===== src/verilog/sfe_pkg.sv =====
// Shared constants and types of the serial flash command front end.
// Assumes one system clock domain; the serial link is sampled, not clocked.
package sfe_pkg;

  // ************************************************************
  // Opcodes
  // ************************************************************
  localparam logic [7:0] OP_RST_ARM = 8'h66;
  localparam logic [7:0] OP_RST_GO = 8'h99;
  localparam logic [7:0] OP_SLEEP = 8'hb9;
  localparam logic [7:0] OP_WAKE = 8'hab;
  localparam logic [7:0] OP_READ = 8'h03;
  localparam logic [7:0] OP_FREAD = 8'h0b;
  localparam logic [7:0] OP_DREAD = 8'h3b;
  localparam logic [7:0] OP_DIO = 8'hbb;
  localparam logic [7:0] OP_QREAD = 8'h6b;
  localparam logic [7:0] OP_QIO = 8'heb;
  localparam logic [7:0] OP_QWORD = 8'he7;
  localparam logic [7:0] OP_WRAP = 8'h77;
  localparam logic [7:0] OP_WEN = 8'h06;
  localparam logic [7:0] OP_VWEN = 8'h50;
  localparam logic [7:0] OP_WDIS = 8'h04;
  localparam logic [7:0] OP_PROG = 8'h02;
  localparam logic [7:0] OP_QPROG = 8'h32;
  // Mode byte that keeps continuous reading on (default value only)
  localparam logic [7:0] MODE_CONT = 8'ha0;

  // ************************************************************
  // Lines, clock counts and pin enables
  // ************************************************************
  localparam logic [2:0] LN0 = 3'd0;
  localparam logic [2:0] LN1 = 3'd1;
  localparam logic [2:0] LN2 = 3'd2;
  localparam logic [2:0] LN4 = 3'd4;
  localparam logic [5:0] OPC_CLK = 6'd8;
  localparam logic [5:0] ADDR_CLK1 = 6'd24;
  localparam logic [5:0] ADDR_CLK2 = 6'd12;
  localparam logic [5:0] ADDR_CLK4 = 6'd6;
  localparam logic [5:0] BYTE_CLK1 = 6'd8;
  localparam logic [5:0] BYTE_CLK2 = 6'd4;
  localparam logic [5:0] BYTE_CLK4 = 6'd2;
  localparam logic [2:0] MCLK_DIO = 3'd4;
  localparam logic [2:0] MCLK_QIO = 3'd2;
  localparam logic [5:0] DUM_FAST = 6'd8;
  localparam logic [5:0] DUM_QIO = 6'd4;
  localparam logic [5:0] DUM_QWORD = 6'd2;
  localparam logic [5:0] DUM_WRAP = 6'd6;
  localparam logic [3:0] OE_X1 = 4'h2;
  localparam logic [3:0] OE_X2 = 4'h3;
  localparam logic [3:0] OE_X4 = 4'hf;
  localparam logic [5:0] SYNC_RST = 6'h20;
  localparam int BUF_W = 8;

  // ************************************************************
  // Types
  // ************************************************************
  typedef struct packed {
    logic ok;
    logic [2:0] alines;
    logic [2:0] mclk;
    logic [5:0] dclk;
    logic [2:0] dlines;
    logic dout;
  } sfe_dec_t;

  typedef struct packed {
    logic [7:0] opcode;
    logic [22:0] addr;
    logic [7:0] mode;
    logic cont;
  } sfe_cmd_t;

  typedef enum logic [8:0] {
    ST_IDLE = 9'h001,
    ST_OPC = 9'h002,
    ST_ADDR = 9'h004,
    ST_MODE = 9'h008,
    ST_DUM = 9'h010,
    ST_DIN = 9'h020,
    ST_DOUT = 9'h040,
    ST_DONE = 9'h080,
    ST_IGN = 9'h100
  } sfe_st_t;

endpackage


===== src/verilog/sfe_front_end.sv =====
// Serial flash command front end: frames, decodes and phases host commands.
// Assumes chip select, serial clock and data pins arrive asynchronously;
// the serial clock runs far slower than clk_sys (eight samples or more).
// Contract
// RULE1: Only modes 0 and 3; sample on rising clock, drive on falling.
// RULE2: Dual-output read drives input and output lines in data phase only.
// RULE3: Dual I/O carries opcode on one line, address and data on two.
// RULE4: Quad-output read drives all four data pins as outputs.
// RULE5: Quad I/O keeps pins inputs for address, outputs for data.
// RULE6: Host selects, sends 8-bit opcode then fields; deselect ends it.
// RULE7: Every byte moves most significant bit first.
// RULE8: Unsupported opcode starts nothing; input ignored until reselect.
// RULE9: Deselect before opcode and address complete does nothing, back to idle.
// RULE10: Three address bytes received; top address bit discarded.
// RULE11: Reset arm and reset execute are opcode-only.
// RULE12: Deep-sleep enter and leave are opcode-only.
// RULE13: Plain read has no dummy; fast read has eight dummy clocks.
// RULE14: Dual-output read: one-line address, eight dummies, two-line data.
// RULE15: Dual I/O read: two-line address, four mode clocks, continuous form.
// RULE16: Quad-output read: one-line address, eight dummies, four-line data.
// RULE17: Quad I/O read: two mode clocks, four dummies, continuous form.
// RULE18: Quad word read: like quad I/O but two dummy clocks.
// RULE19: Wrap setup: no address, six dummies, one four-line byte in.
// RULE20: Write permit set and clear are opcode-only.
// RULE21: Volatile status write permit is opcode-only.
// RULE22: Page program one-line data; quad page program four-line data.
// RULE23: Phase clocks follow line count: 8/24/8 at one line, scaled.
// RULE24: Continuous mode byte is a parameter; else expect an opcode.
module sfe_front_end import sfe_pkg::*; #(
  parameter logic [7:0] CONT_MODE = MODE_CONT
) (
  // System
  input wire logic clk_sys,
  input wire logic rst,
  // Flash pins, io0 input line, io1 output line
  input wire logic cs_n,
  input wire logic sck,
  input wire logic [3:0] io_in,
  output logic [3:0] io_out,
  output logic [3:0] io_oe,
  // Decoded command
  output sfe_cmd_t cmd,
  output logic cmd_valid,
  // Read data source
  output logic tx_req,
  input wire logic [7:0] tx_data,
  // Write data sink
  output logic rx_valid,
  output logic [7:0] rx_data,
  input wire logic rx_ready,
  output logic rx_overrun
);

  // ************************************************************
  // Helpers
  // ************************************************************
  // RULE23 address clocks
  function automatic logic [5:0] addr_clk(input logic [2:0] ln);
    addr_clk = (ln == LN4) ? ADDR_CLK4 : (ln == LN2) ? ADDR_CLK2 : ADDR_CLK1;
  endfunction

  // RULE23 byte clocks
  function automatic logic [5:0] byte_clk(input logic [2:0] ln);
    byte_clk = (ln == LN4) ? BYTE_CLK4 : (ln == LN2) ? BYTE_CLK2 : BYTE_CLK1;
  endfunction

  // RULE7 MSB-first shift; RULE3 two lines, io1 carries the higher bit
  function automatic logic [23:0] shin(input logic [23:0] s, input logic [2:0] ln,
                                       input logic [3:0] io);
    if (ln == LN4) shin = {s[19:0], io};
    else if (ln == LN2) shin = {s[21:0], io[1:0]};
    else shin = {s[22:0], io[0]};
  endfunction

  // Opcode table
  function automatic sfe_dec_t decode(input logic [7:0] op);
    sfe_dec_t d;
    d = '0;
    d.ok = 1'b1;
    case (op)
      // RULE11 RULE12 RULE20 RULE21 opcode only
      OP_RST_ARM, OP_RST_GO, OP_SLEEP, OP_WAKE, OP_WEN, OP_WDIS, OP_VWEN: ;
      // RULE13 plain read
      OP_READ: begin
        d.alines = LN1; d.dlines = LN1; d.dout = 1'b1;
      end
      // RULE13 fast read
      OP_FREAD: begin
        d.alines = LN1; d.dclk = DUM_FAST; d.dlines = LN1; d.dout = 1'b1;
      end
      // RULE14 dual output
      OP_DREAD: begin
        d.alines = LN1; d.dclk = DUM_FAST; d.dlines = LN2; d.dout = 1'b1;
      end
      // RULE15 dual I/O
      OP_DIO: begin
        d.alines = LN2; d.mclk = MCLK_DIO; d.dlines = LN2; d.dout = 1'b1;
      end
      // RULE16 quad output
      OP_QREAD: begin
        d.alines = LN1; d.dclk = DUM_FAST; d.dlines = LN4; d.dout = 1'b1;
      end
      // RULE17 quad I/O
      OP_QIO: begin
        d.alines = LN4; d.mclk = MCLK_QIO; d.dclk = DUM_QIO;
        d.dlines = LN4; d.dout = 1'b1;
      end
      // RULE18 quad word read
      OP_QWORD: begin
        d.alines = LN4; d.mclk = MCLK_QIO; d.dclk = DUM_QWORD;
        d.dlines = LN4; d.dout = 1'b1;
      end
      // RULE19 wrap setup byte
      OP_WRAP: begin
        d.dclk = DUM_WRAP; d.dlines = LN4;
      end
      // RULE22 page programs
      OP_PROG: begin
        d.alines = LN1; d.dlines = LN1;
      end
      OP_QPROG: begin
        d.alines = LN1; d.dlines = LN4;
      end
      // RULE8 anything else is refused
      default: d.ok = 1'b0;
    endcase
    decode = d;
  endfunction

  function automatic sfe_st_t data_st(input sfe_dec_t d);
    if (d.dlines == LN0) data_st = ST_DONE;
    else if (d.dout) data_st = ST_DOUT;
    else data_st = ST_DIN;
  endfunction

  function automatic sfe_st_t after_mode(input sfe_dec_t d);
    after_mode = (d.dclk != 6'd0) ? ST_DUM : data_st(d);
  endfunction

  // ************************************************************
  // Pin synchronisers and edge detection
  // ************************************************************
  logic [5:0] sync1;
  logic [5:0] sync2;
  logic sck_d;
  logic cs_s;
  logic sck_s;
  logic [3:0] io_s;
  logic rise;
  logic fall;

  // Two stages per pin; sync1 feeds sync2 alone
  always_ff @(posedge clk_sys or posedge rst) begin
    if (rst) begin
      sync1 <= SYNC_RST;
      sync2 <= SYNC_RST;
      sck_d <= 1'b0;
    end else begin
      sync1 <= {cs_n, sck, io_in};
      sync2 <= sync1;
      sck_d <= sync2[4];
    end
  end

  assign cs_s = sync2[5];
  assign sck_s = sync2[4];
  assign io_s = sync2[3:0];
  // RULE1 sample on rise, drive on fall, only while selected
  assign rise = !cs_s && sck_s && !sck_d;
  assign fall = !cs_s && !sck_s && sck_d;

  // ************************************************************
  // Phase sequencer
  // ************************************************************
  sfe_st_t st;
  sfe_st_t next_st;
  sfe_dec_t dec;
  sfe_dec_t dnew;
  logic [5:0] cnt;
  logic [5:0] len;
  logic [2:0] lines_now;
  logic [23:0] sh;
  logic [23:0] sh_nx;
  logic last;
  logic cont;

  // Phase length and line count of the current phase
  always_comb begin
    lines_now = LN1;
    len = OPC_CLK;
    case (st)
      ST_ADDR: begin
        lines_now = dec.alines;
        len = addr_clk(dec.alines);
      end
      ST_MODE: begin
        lines_now = dec.alines;
        len = {3'd0, dec.mclk};
      end
      ST_DUM: len = dec.dclk;
      ST_DIN: begin
        lines_now = dec.dlines;
        len = byte_clk(dec.dlines);
      end
      default: ;
    endcase
  end

  assign last = (cnt == len - 6'd1);
  assign sh_nx = shin(sh, lines_now, io_s);
  assign dnew = decode(sh_nx[7:0]);

  // Next phase
  always_comb begin
    next_st = st;
    // RULE9 deselect always returns to idle
    if (cs_s) begin
      next_st = ST_IDLE;
    end else begin
      unique case (st)
        // RULE24 opcode expected unless continuous mode is on
        ST_IDLE: next_st = cont ? ST_ADDR : ST_OPC;
        ST_OPC: begin
          if (rise && last) begin
            // RULE8 refused opcode parks until reselect
            if (!dnew.ok) next_st = ST_IGN;
            else if (dnew.alines != LN0) next_st = ST_ADDR;
            else next_st = after_mode(dnew);
          end
        end
        ST_ADDR: begin
          if (rise && last) next_st = (dec.mclk != 3'd0) ? ST_MODE : after_mode(dec);
        end
        ST_MODE: if (rise && last) next_st = after_mode(dec);
        ST_DUM: if (rise && last) next_st = data_st(dec);
        ST_DIN, ST_DOUT, ST_DONE, ST_IGN: ;
      endcase
    end
  end

  // State register
  always_ff @(posedge clk_sys or posedge rst) begin
    if (rst) st <= ST_IDLE;
    else st <= next_st;
  end

  // Clock counter, restarts on every phase change and on each write-data byte
  always_ff @(posedge clk_sys or posedge rst) begin
    if (rst) cnt <= 6'd0;
    else if (st != next_st) cnt <= 6'd0;
    else if (rise) cnt <= (st == ST_DIN && last) ? 6'd0 : cnt + 6'd1;
  end

  // Shift register; the latest bits always sit at the bottom
  always_ff @(posedge clk_sys or posedge rst) begin
    if (rst) sh <= 24'h000000;
    else if (rise && (st == ST_OPC || st == ST_ADDR || st == ST_MODE || st == ST_DIN))
      sh <= sh_nx;
  end

  // Decode is kept across deselect for the continuous form
  always_ff @(posedge clk_sys or posedge rst) begin
    if (rst) dec <= '0;
    else if (st == ST_OPC && rise && last) dec <= dnew;
  end

  // RULE24 continuous mode only from the parameter mode byte
  always_ff @(posedge clk_sys or posedge rst) begin
    if (rst) cont <= 1'b0;
    else if (st == ST_MODE && rise && last) cont <= (sh_nx[7:0] == CONT_MODE);
  end

  // ************************************************************
  // Command report
  // ************************************************************
  // Fields fill in as their phases close
  always_ff @(posedge clk_sys or posedge rst) begin
    if (rst) begin
      cmd <= '0;
    end else if (rise && last) begin
      if (st == ST_OPC) begin
        cmd.opcode <= sh_nx[7:0];
        cmd.mode <= 8'h00;
        cmd.cont <= 1'b0;
      end
      // RULE10 top address bit dropped
      if (st == ST_ADDR) cmd.addr <= sh_nx[22:0];
      if (st == ST_MODE) begin
        cmd.mode <= sh_nx[7:0];
        cmd.cont <= (sh_nx[7:0] == CONT_MODE);
      end
    end
  end

  // RULE9 reported only once opcode and address are complete
  always_ff @(posedge clk_sys or posedge rst) begin
    if (rst) cmd_valid <= 1'b0;
    else cmd_valid <= (st == ST_OPC || st == ST_ADDR || st == ST_MODE) &&
                      (next_st == ST_DUM || next_st == ST_DIN ||
                       next_st == ST_DOUT || next_st == ST_DONE);
  end

  // ************************************************************
  // Write data path
  // ************************************************************
  logic rx_push;
  logic [7:0] rx_byte;
  logic buf_ready;

  // One byte per completed data group
  always_ff @(posedge clk_sys or posedge rst) begin
    if (rst) begin
      rx_push <= 1'b0;
      rx_byte <= 8'h00;
    end else begin
      rx_push <= rise && last && st == ST_DIN;
      rx_byte <= sh_nx[7:0];
    end
  end

  // The host cannot be paused, so a full buffer is flagged, not hidden
  always_ff @(posedge clk_sys or posedge rst) begin
    if (rst) rx_overrun <= 1'b0;
    else if (rx_push && !buf_ready) rx_overrun <= 1'b1;
    else if (st == ST_IDLE && !cs_s) rx_overrun <= 1'b0;
  end

  sfe_buf2 #(.W(BUF_W)) u_rx_buf (
    .clk_sys(clk_sys),
    .rst(rst),
    .in_valid(rx_push),
    .in_ready(buf_ready),
    .in_data(rx_byte),
    .out_valid(rx_valid),
    .out_ready(rx_ready),
    .out_data(rx_data)
  );

  // ************************************************************
  // Read data path and pin drive
  // ************************************************************
  logic [7:0] out_sh;
  logic [5:0] out_left;
  logic [3:0] oe_lines;

  // RULE2 RULE4 enables chosen by data line count
  assign oe_lines = (dec.dlines == LN4) ? OE_X4 : (dec.dlines == LN2) ? OE_X2 : OE_X1;

  // RULE5 pins released outside data phase; RULE1 change on falling edge
  always_ff @(posedge clk_sys or posedge rst) begin
    if (rst) begin
      io_out <= 4'h0;
      io_oe <= 4'h0;
      out_sh <= 8'h00;
      out_left <= 6'd0;
    end else if (cs_s || st != ST_DOUT) begin
      io_oe <= 4'h0;
      out_left <= 6'd0;
    end else if (fall) begin
      io_oe <= oe_lines;
      if (out_left == 6'd0) begin
        out_left <= byte_clk(dec.dlines) - 6'd1;
        if (dec.dlines == LN4) begin
          io_out <= tx_data[7:4];
          out_sh <= {tx_data[3:0], 4'h0};
        end else if (dec.dlines == LN2) begin
          io_out <= {2'b00, tx_data[7:6]};
          out_sh <= {tx_data[5:0], 2'b00};
        end else begin
          io_out <= {2'b00, tx_data[7], 1'b0};
          out_sh <= {tx_data[6:0], 1'b0};
        end
      end else begin
        out_left <= out_left - 6'd1;
        if (dec.dlines == LN4) begin
          io_out <= out_sh[7:4];
          out_sh <= {out_sh[3:0], 4'h0};
        end else if (dec.dlines == LN2) begin
          io_out <= {2'b00, out_sh[7:6]};
          out_sh <= {out_sh[5:0], 2'b00};
        end else begin
          io_out <= {2'b00, out_sh[7], 1'b0};
          out_sh <= {out_sh[6:0], 1'b0};
        end
      end
    end
  end

  // RULE13 next byte asked for on entry and at each byte load
  always_ff @(posedge clk_sys or posedge rst) begin
    if (rst) tx_req <= 1'b0;
    else tx_req <= (st != ST_DOUT && next_st == ST_DOUT) ||
                   (fall && st == ST_DOUT && out_left == 6'd0);
  end
endmodule // sfe_front_end


===== src/verilog/sfe_buf2.sv =====
// Two-entry valid/ready buffer with registered outputs.
// Assumes producer and consumer share clk_sys.
module sfe_buf2 import sfe_pkg::*; #(
  parameter int W = BUF_W
) (
  // System
  input wire logic clk_sys,
  input wire logic rst,
  // Fill side
  input wire logic in_valid,
  output logic in_ready,
  input wire logic [W-1:0] in_data,
  // Drain side
  output logic out_valid,
  input wire logic out_ready,
  output logic [W-1:0] out_data
);
  logic [W-1:0] spare;
  logic spare_v;
  logic push;
  logic pop;

  // Full only when the spare slot holds a word
  assign in_ready = !spare_v;
  assign push = in_valid && in_ready;
  assign pop = out_valid && out_ready;

  // Head feeds the port, spare catches a word during a stall
  always_ff @(posedge clk_sys or posedge rst) begin
    if (rst) begin
      out_valid <= 1'b0;
      out_data <= '0;
      spare <= '0;
      spare_v <= 1'b0;
    end else if (!out_valid || pop) begin
      if (spare_v) begin
        out_data <= spare;
        out_valid <= 1'b1;
        spare_v <= push;
        if (push) spare <= in_data;
      end else begin
        out_data <= in_data;
        out_valid <= push;
      end
    end else if (push) begin
      spare <= in_data;
      spare_v <= 1'b1;
    end
  end
endmodule // sfe_buf2


===== config.mk =====
export PLATFORM = sky130hd
export DESIGN_NAME = sfe_front_end
export DESIGN_NICKNAME = d
export VERILOG_FILES = /design/src/verilog/sfe_pkg.sv /design/src/verilog/sfe_front_end.sv /design/src/verilog/sfe_buf2.sv
export SDC_FILE = /design/constraint.sdc
export NUM_CORES = 1
export LEC_CHECK = 0
export ABC_AREA = 0
export BUFFER_PORTS_ARGS = -buffer_cell sky130_fd_sc_hd__buf_2
export CAP_MARGIN = 0
export CORE_UTILIZATION = 50
export DETAILED_ROUTE_END_ITERATION = 12
export PLACE_DENSITY = 0.69
export SLEW_MARGIN = 40
export SYNTH_ARGS = -nofsm -noshare
export SYNTH_HDL_FRONTEND = slang
export SYNTH_SLANG_ARGS = --single-unit

===== constraint.sdc =====
create_clock -name clk_sys -period 6.51 [get_ports clk_sys]
set_input_delay 0.651 -clock clk_sys [delete_from_list [all_inputs] [get_ports clk_sys]]
set_output_delay 0.651 -clock clk_sys [all_outputs]
set_load 0.02 [all_outputs]

* Yosys cells after proc, flatten, opt, wreduce, memory -nomap -nowiden
Cells that the tools add are included.
** Storage, ports and cells
- Input bits :: 17
- Register bits after elaboration :: 159
- Output and inout port bits :: 60
** Operators by class
- Add/subtract/negate cells :: 4
- Eq/ne operators :: 39
- Reductions and logical operators :: 59
- Bitwise gates (word level) :: 1
- Mux-type cells :: 62
** Operators by type and width (count)
- 9-bit 2-to-1 mux :: 12
- 8-bit 2-to-1 mux :: 11
- 8-bit == test (second input constant) :: 7
- 23-bit 2-to-1 mux :: 2
- 9-bit one-hot mux with 5 select lines :: 1
- 6-bit 2-to-1 mux :: 6
- 8-bit by 7-bit == test with 1-bit output (second input constant) :: 4
- 4-bit 2-to-1 mux :: 8
- 6-bit one-hot mux with 4 select lines :: 1
- 1-bit logical AND :: 20
- 9-bit by 5-bit == test with 1-bit output (second input constant) :: 2
- 9-bit by 6-bit == test with 1-bit output (second input constant) :: 2
- 9-bit by 7-bit == test with 1-bit output (second input constant) :: 2
- 3-bit one-hot mux with 3 select lines :: 2
- 17-bit OR reduction :: 1
- 8-bit by 2-bit == test with 1-bit output (second input constant) :: 2
- 8-bit by 3-bit == test with 1-bit output (second input constant) :: 2
- 8-bit by 6-bit == test with 1-bit output (second input constant) :: 2
- 4-bit one-hot mux with 4 select lines :: 1
- 7-bit 2-to-1 mux :: 2
- 3-bit one-hot mux with 2 select lines :: 2
- 6-bit nonzero test :: 2
- 6-bit by 1-bit subtractor with 6-bit output (second input constant) :: 2
- 1-bit 2-to-1 mux :: 11
- 29 further kinds :: 58

* Logic depth before layout (Yosys ltp)
Gate-level depths: netlist of the first run.
- Word-level depth :: 22
- Mapped depth :: 17

* Modules after synthesis
A second synthesis of the first run with hierarchy kept.
** Unflattened totals
- Cells, all modules :: 851
- Area, all modules :: 8059.0 sq um
** By module, submodules not included
- sfe_front_end :: cells an instance 799, seq. area each 3382.0 sq um, area each 7205.7 sq um, instances 1
- sfe_buf2 :: cells an instance 52, seq. area each 450.4 sq um, area each 853.3 sq um, instances 1

* Worst setup path before layout of the first run
Ideal clock, no wire load.
- Kind :: reg-to-reg
- Start point :: register st[8]
- End point :: register cmd_valid
- Setup time :: 0.096 ns
- Arrival time :: 3.888 ns
- Data required time :: 6.414 ns
- Slack :: 2.527 ns
- Cell stages (with the launch flop) :: 13
- Path buffers :: 1
- Path through :: dfrtp_1 > or4_1 > buf_2 > a211o_1 > a2111oi_4 > mux2i_1 > clkinv_1 > or4_1 > a2111o_1 > o2111a_1 > a31oi_1 > nor2_1 > nor4_2
** RTL lines
- from (decl) :: RTL line sfe_front_end.sv:175 : sfe_st_t st;
- from (signal assigned) :: RTL line sfe_front_end.sv:244 : else st <= next_st;
- 9-bit by 3-bit == test with 1-bit output / 9-bit by 4-bit == test with 1-bit output (equally long branches) :: RTL line sfe_front_end.sv:191 : case (st)
- 2-bit OR reduction (no line)
- 3-bit one-hot mux with 2 select lines (*) :: RTL line sfe_front_end.sv:191
- 3-bit by 2-bit == test with 1-bit output :: RTL line sfe_front_end.sv:71 : else if (ln == LN2) shin = {s[21:0], io[1:0]};
- 23-bit 2-to-1 mux :: RTL line sfe_front_end.sv:71
- 23-bit 2-to-1 mux (*) :: RTL line sfe_front_end.sv:70 : if (ln == LN4) shin = {s[19:0], io};
- named net sh_nx[1] :: RTL line sfe_front_end.sv:183 : logic [23:0] sh_nx;
- 8-bit by 7-bit == test with 1-bit output, or another cell as far along :: RTL line sfe_front_end.sv:80 : case (op)
- [... 5 more ...]
- 9-bit 2-to-1 mux (*) :: RTL line sfe_front_end.sv:224 : if (rise && last) begin
- 9-bit one-hot mux with 5 select lines (*) :: RTL line sfe_front_end.sv:220 : unique case (st)
- 9-bit 2-to-1 mux (*) :: RTL line sfe_front_end.sv:217 : if (cs_s) begin
- named net next_st[8] :: RTL line sfe_front_end.sv:176 : sfe_st_t next_st;
- 9-bit by 5-bit == test with 1-bit output / 9-bit by 6-bit == test with 1-bit output (equally long branches) :: RTL line sfe_front_end.sv:299 : (next_st == ST_DUM || next_st == ST_DIN ||
- 1-bit logical OR (2 in series) :: RTL line sfe_front_end.sv:299
- 1-bit logical OR (*) :: RTL line sfe_front_end.sv:300 : next_st == ST_DOUT || next_st == ST_DONE);
- 1-bit logical AND (*) :: RTL line sfe_front_end.sv:298 : else cmd_valid <= (st == ST_OPC || st == ST_ADDR || st == ST_MODE) &&
- to (signal assigned) :: RTL line sfe_front_end.sv:298
- to (decl) :: RTL line sfe_front_end.sv:43 : output logic cmd_valid,
Mark *: on every way through the listed nets, which the timed path passes. The rest lies on a longest branch.
A chain may end at the register's enable or synchronous reset.

* Worst setup path after layout of the first run
- Start point :: register st[2]
- End point :: register cmd_valid
Same word-level chain as after synthesis.

==> results of run 1 <==
layout make-up:
type	instances	area, um^2	area share, %
Clock buffer	22	474.2	5.437
Clock inverter	9	90.09	1.033
Inverter	17	73.82	0.8464
Multi-Input combinational cell	625	3587	41.13
Sequential cell	153	3832	43.94
Tap cell	188	235.2	2.697
Timing Repair Buffer	82	429.2	4.920
kinds of logic after synthesis:
group,after synthesis,synth area share [%]
AND/OR/NAND/NOR,358,21.65
AO/OA/AOI/OAI,215,17.54
flip-flops,153,49.39
buffers and inverters,67,4.660
multiplexers,32,4.305
XOR/XNOR,16,1.806
adder cells (fa/ha/maj),4,0.6450
flip-flops by register name, indices dropped and copies added (netlist names), 3 cells and up:
| name | cells |
|---|---|
| sync1 | 6 |
| dec | 12 |
| sh | 22 |
| out_left | 6 |
| cmd | 40 |
| u_rx_buf.spare | 8 |
| out_sh | 7 |
| cnt | 6 |
| io_out | 4 |
| rx_byte | 8 |
| sync2 | 6 |
| st | 9 |
| u_rx_buf.out_data | 8 |
| io_oe | 3 |
metrics by stage:
step / setup WS (ps) / instances / util [%] / cell area [um^2]
detailed placement: 1762 / 1065 / 53.57 / 8144
global route: 1439 / 1096 / 57.37 / 8722
floorplan: 1743 / 845 / - / 7760
finish: 1758 / 1096 / 57.37 / 8722
CTS: 1726 / 1096 / 57.28 / 8708
global placement: 1900 / 1065 / 53.52 / 8137
per-layer routing:
metal  vias to the layer above  share of wire, %
li1                       3080                 -
met1                      3011                49
met2                       214                43
met3                        37               5.2
met4                         0               2.3
met5                         -                 0
final timing paths:
path | start | endpoint | slack (ps) | depth (start not counted)
setup / recovery | st[2] | cmd_valid | 1760 | 11
hold / removal | rst | sync1[4] | 320 | 2
setup reg to reg | st[2] | cmd_valid | 1760 | 11
hold reg to reg | sync1[1] | sync2[1] | 350 | 0
max in group asynchronous | rst | cmd[8] | 5200 | 3
min in group clk_sys | sck | sync1[4] | 340 | 1
placed cells by master, fill, tap and decap left out, drive strengths merged, types with 4 or more instances in the layout:
| master | instances |
|---|---|
| clkbuf | 22 |
| o32ai | 4 |
| clkinv | 7 |
| nor2 | 49 |
| o21a | 4 |
| o22ai | 4 |
| xor2 | 10 |
| or4 | 6 |
| or3 | 8 |
| a21oi | 25 |
| o211ai | 4 |
| and2 | 5 |
| or2 | 11 |
| nand2 | 175 |
| inv | 16 |
| nand4 | 9 |
| mux2i | 21 |
| nand3 | 31 |
| nor2b | 6 |
| o21ai | 118 |
| ha | 4 |
| a31oi | 5 |
| mux2 | 11 |
| buf | 82 |
| a21o | 10 |
| a211oi | 4 |
| dfrtp | 150 |
| nor4 | 9 |
| nor3 | 25 |
| xnor2 | 6 |
| nand2b | 8 |
| a211o | 5 |
critical path, stage by stage, from the launching register on:
cell       delay, ps
dfrtp_1          520
or4_1            680
a211o_1          310
a2111oi_4        600
mux2i_1          550
clkinv_1         340
or4_1            570
a2111o_1         420
o2111a_1         150
a31oi_1          210
nor2_1            90
nor4_2           220
power by group through the flow:
stage | registers [uW] | logic (uW) | clock network (uW)
2_1_floorplan | 1030 | 244 | 0
3_3_place_gp | 1050 | 308 | 0
3_5_place_dp | 1050 | 309 | 0
4_1_cts | 1030 | 310 | 955
5_1_grt | 1040 | 344 | 995
6_report | 1030 | 315 | 939
==> out/metrics.yaml, run 1 <==
clock_tree:
  hold_buffers: 0
  clkTransAtPathRegs_ps: 60
  cts_tree: "built"
  cts.htree.levels: 4
  root_buffer: "clkbuf_16"
  tritoncts_num_sinks: 153
  cts_resized: 0
  clock_latency_ps: 420
  post_cts_buffers: 0
  clockBufferDepth: 2
  cts_buffers: 17
floorplanning:
  start_util_pct: 51.05
  dieArea_mm2: 0.01602
  core-area_mm2: 0.01520
  ios: 77
  die_w_um: 126.6
  fp-row-count: 45
  die_h_um: 126.6
critical_path:
  setup.worst_path.start_class: "register"
  arrival_ps: 5080
  cp-end-kind: "register"
  criticalPathCategory: "register to register"
  required_ps: 6840
  crit_fanout: 14
finish:
  area_growth_pct: 12.40
  num-fill-cells: 1319
  layout-drive-gt1-share_pct: 17.73
  nets: 917
  num_antenna_cells: 0
power_and_ir_drop:
  swShare_pct: 28.01
  ir_drop_v: 0.0002073
  power_frac_comb_pct: 13.8
  p_per_area_mw_per_mm2: 261.9
  netSwitchingPower_uw: 639.8
  share_clk_of_total_power_pct: 41.1
  p_seq_share_pct: 45.1
  static-leakage-power_uw: 0.003991
  internal_power_uw: 1644
  power.total_uw: 2284
sta:
  rsz0062_at_grt: "false"
  slew_violations: 0
  finalSetupViolations: 0
  hold_viol_final: 0
  timing.fmax_mhz: 210.4
  max_slew_margin_pct: 48.96
  timing.final.crit_share_pct: 73.00
  clock_skew_ps: 10.26
  whs_ps: 316.9
  finalCriticalPeriod_ps: 4752
  setup_tns_ps: 0
  tightest_slew_ps: 762.8
drt:
  viasPerCell: 5.786
  drc: 0
  vias: 6342
  first_pass_iters: 7
  routedWlPerCell_um: 17.12
  ant_nets: 0
  wirelength_um: 18760
  drt_iter0_drc: 589
global_route:
  grt_pass1_vias: 5877
  met2_usage_pct: 36.01
  busiest_layer: "met1"
  met3_usage_pct: 4.850
  grt_pass1_wl_um: 30960
  grt_use_total_pct: 24.77
  antenna_found_initial: 0
  use_met1_pct: 36.39
  grt_overflow: 0
  grt_max_degree: 90
placement:
  port_buffers: 76
  dp_hpwl_um: 12900
  gp_congestion: 0.8835
synthesis:
  ys_seq_area_share_pct: 49.39
  synth_top_cell_by_area: "dfrtp_1"
  syn_area_per_cell_um2: 9.183
  postSynthCellCount: 845
  synth_area_leaders: "dfrtp_1 48%, nand2_1 8.4%, o21ai_0 7.4%"
  syn_area_mm2: 0.007760
  ys.flop_type: "dfrtp_1"
  synth_cell_types: 84
  ys_ff_latch: 153
  ys.warnings.count: 0
  synth_edf_count: 0
  synthesis.nets: 866
  yosysMostFrequentCell: "nand2_1"
  synth_top_area_share_pct: 48.37
  synth_commonest_cells: "174 x nand2_1, 150 x dfrtp_1, 115 x o21ai_0"
  async_flop_share_pct: 100.0
outcome:
  status: "finished, final reports clean"
min_path:
  hold_class: "primary input to async pin"
run:
  cap_violations: 0
Power figures use the tool's default switching activity.
==> run 2, diff against run 1 <==
--- a/config.mk
+++ b/config.mk
@@ -10,7 +10,7 @@
 export CAP_MARGIN = 0
 export CORE_UTILIZATION = 50
 export DETAILED_ROUTE_END_ITERATION = 12
-export PLACE_DENSITY = 0.69
+export PLACE_DENSITY = 0.72
 export SLEW_MARGIN = 40
 export SYNTH_ARGS = -nofsm -noshare
 export SYNTH_HDL_FRONTEND = slang
==> constraint.sdc (replaced) <==
create_clock -name clk_sys -period 4 [get_ports clk_sys]
set_input_delay 0.4 -clock clk_sys [delete_from_list [all_inputs] [get_ports clk_sys]]
set_output_delay 0.4 -clock clk_sys [all_outputs]
set_load 0.02 [all_outputs]
==> run 2 against run 1 <==
Against the previous run: sequential share of layout area shrank 1.7 points; sequential cell count is the same; sequential power grew 59%; clock-buffer cell count down 1; final cell count increased by 3.8%; register-to-register slack lost 1600 ps; highest routed layer unchanged.
==> out/metrics.yaml, run 2 (same netlist as run 1, synthesis figures left out) <==
outcome:
  status: "finished, final reports clean"
floorplanning:
  ios: 77
  die_h_um: 126.6
  dieArea_mm2: 0.01602
  start_util_pct: 51.05
  fp-row-count: 45
  die_w_um: 126.6
  core-area_mm2: 0.01520
finish:
  area_growth_pct: 16.96
  num-fill-cells: 1311
  multi_input_area_mm2: 0.003645
  mostFrequentLayoutCells: "174 x nand2_1, 150 x dfrtp_1, 114 x o21ai_0"
  design_area_mm2: 0.009076
  utilization_pct: 59.70
  regMostFlops: "cmd"
  nets: 958
  largest_register_ffs: 40
  layout-drive-gt1-share_pct: 21.89
  regArea_mm2: 0.003832
  layout_commonest_cell: "nand2_1"
  fin_cells: 1138
  top_regs: "cmd x40, sh x22, dec x12"
  num_antenna_cells: 0
sta:
  timing.fmax_mhz: 258.2
  max_slew_margin_pct: 46.22
  hold_viol_final: 0
  tightest_slew_ps: 803.8
  timing.final.crit_share_pct: 96.83
  slew_violations: 0
  finalCriticalPeriod_ps: 3873
  whs_ps: 25.97
  clock_skew_ps: 7.242
  finalSetupViolations: 0
run:
  cap_violations: 0
critical_path:
  required_ps: 4340
  rr_worst_depth: 15
  r2r_end: "cnt[3]"
  criticalPathCategory: "register to register"
  r2r_start: "st[0]"
  setup.worst_path.start_class: "register"
  arrival_ps: 4210
  crit_fanout: 14
  cp-end-kind: "register"
  regToRegSetupSlack_ps: 130
power_and_ir_drop:
  ir_drop_v: 0.0003171
  p_per_area_mw_per_mm2: 412.0
  static-leakage-power_uw: 0.004182
clock_tree:
  clockBufferDepth: 2
  tritoncts_num_sinks: 153
  clkTransAtPathRegs_ps: 60
  cts_buffers: 17
  root_buffer: "clkbuf_16"
  clock_latency_ps: 420
  hold_buffers: 0
  cts_tree: "built"
  cts.htree.levels: 4
drt:
  viasPerCell: 5.797
  drc: 0
  wirelength_um: 19240
  ant_nets: 0
  vias: 6597
  routedWlPerCell_um: 16.91
  drt_iter0_drc: 547
  first_pass_iters: 5
min_path:
  hold_class: "primary input to async pin"
global_route:
  antenna_found_initial: 0
  grt_pass1_vias: 6156
  grt_pass1_wl_um: 31800
  grt_use_total_pct: 25.41
  grt_overflow: 0
  grt_max_degree: 63
placement:
  dp_hpwl_um: 13590
  gp_congestion: 0.9716
  place_area_mm2: 0.008473
  port_buffers: 76
  dp_cells: 1104
==> run 2: worst max-delay path by stage <==
stage	start	to	slack [ps]	depth (start not counted)
after global placement	st[8]	cnt[2]	110	14
after global routing	st[0]	cnt[4]	-30	17
final	st[0]	cnt[3]	130	15
after floorplan	st[8]	cmd_valid	20	12
after CTS	st[5]	cnt[3]	50	17
after detailed placement	st[8]	cnt[3]	0.3	14
==> run 2: final cells by class <==
| class | count | area share [%] |
|---|---|---|
| inverter | 17 | 0.7720 |
| clock buffer | 21 | 4.852 |
| clock inverter | 11 | 0.8271 |
| timing repair buffer | 123 | 8.575 |
| tap | 188 | 2.592 |
| sequential | 153 | 42.23 |
| multi-input combinational | 625 | 40.16 |
==> run 2: worst max-delay path, stage by stage, from the launching register on <==
cell and delay [ps]:
dfstp_2 530, buf_4 160, nor4_4 60, buf_4 140, nand2_1 170, a2bb2oi_1 400
o21ai_2 120, buf_4 160, or3_1 330, a211o_1 330, a211oi_2 330, buf_12 180
mux2i_1 70, a21o_1 220, a211o_4 380, nor3_1 180
==> run 2: stage by stage <==
| step | setup TNS, ps | total power, uW | setup WS, ps |
|---|---|---|---|
| after floorplan | 0 | 2073 | 16.66 |
| after global routing | -82.05 | 3887 | -25.11 |
| final | 0 | 3739 | 126.8 |
| after detailed placement | 0 | 2293 | 0.3482 |
| after global placement | 0 | 2287 | 111.0 |
| after CTS | 0 | 3707 | 48.45 |
==> run 2: what timing repair did <==
| action | in CTS | in global routing |
|---|---|---|
| setup endpoints to repair | 2 | 43 |
| pin swaps | 0 | 8 |
| gates resized for setup | 1 | 13 |
| buffers inserted | 0 | 2 |
==> run 2: metal layers <==
metal | part of all wire, % | wire, um | track usage (%)
met1 | 48 | 9175 | 36.37
met2 | 44 | 8454 | 38.32
met3 | 5.9 | 1143 | 5.146
met4 | 2.4 | 470 | 9.355
met5 | 0 | 0 | 0
==> run 2: power by group <==
group	total, uW	internal (uW)	leakage, uW	switching, uW
logic	686	266	0.00190	420
clock network	1410	789	0.000239	623
registers	1640	1600	0.00204	40.3
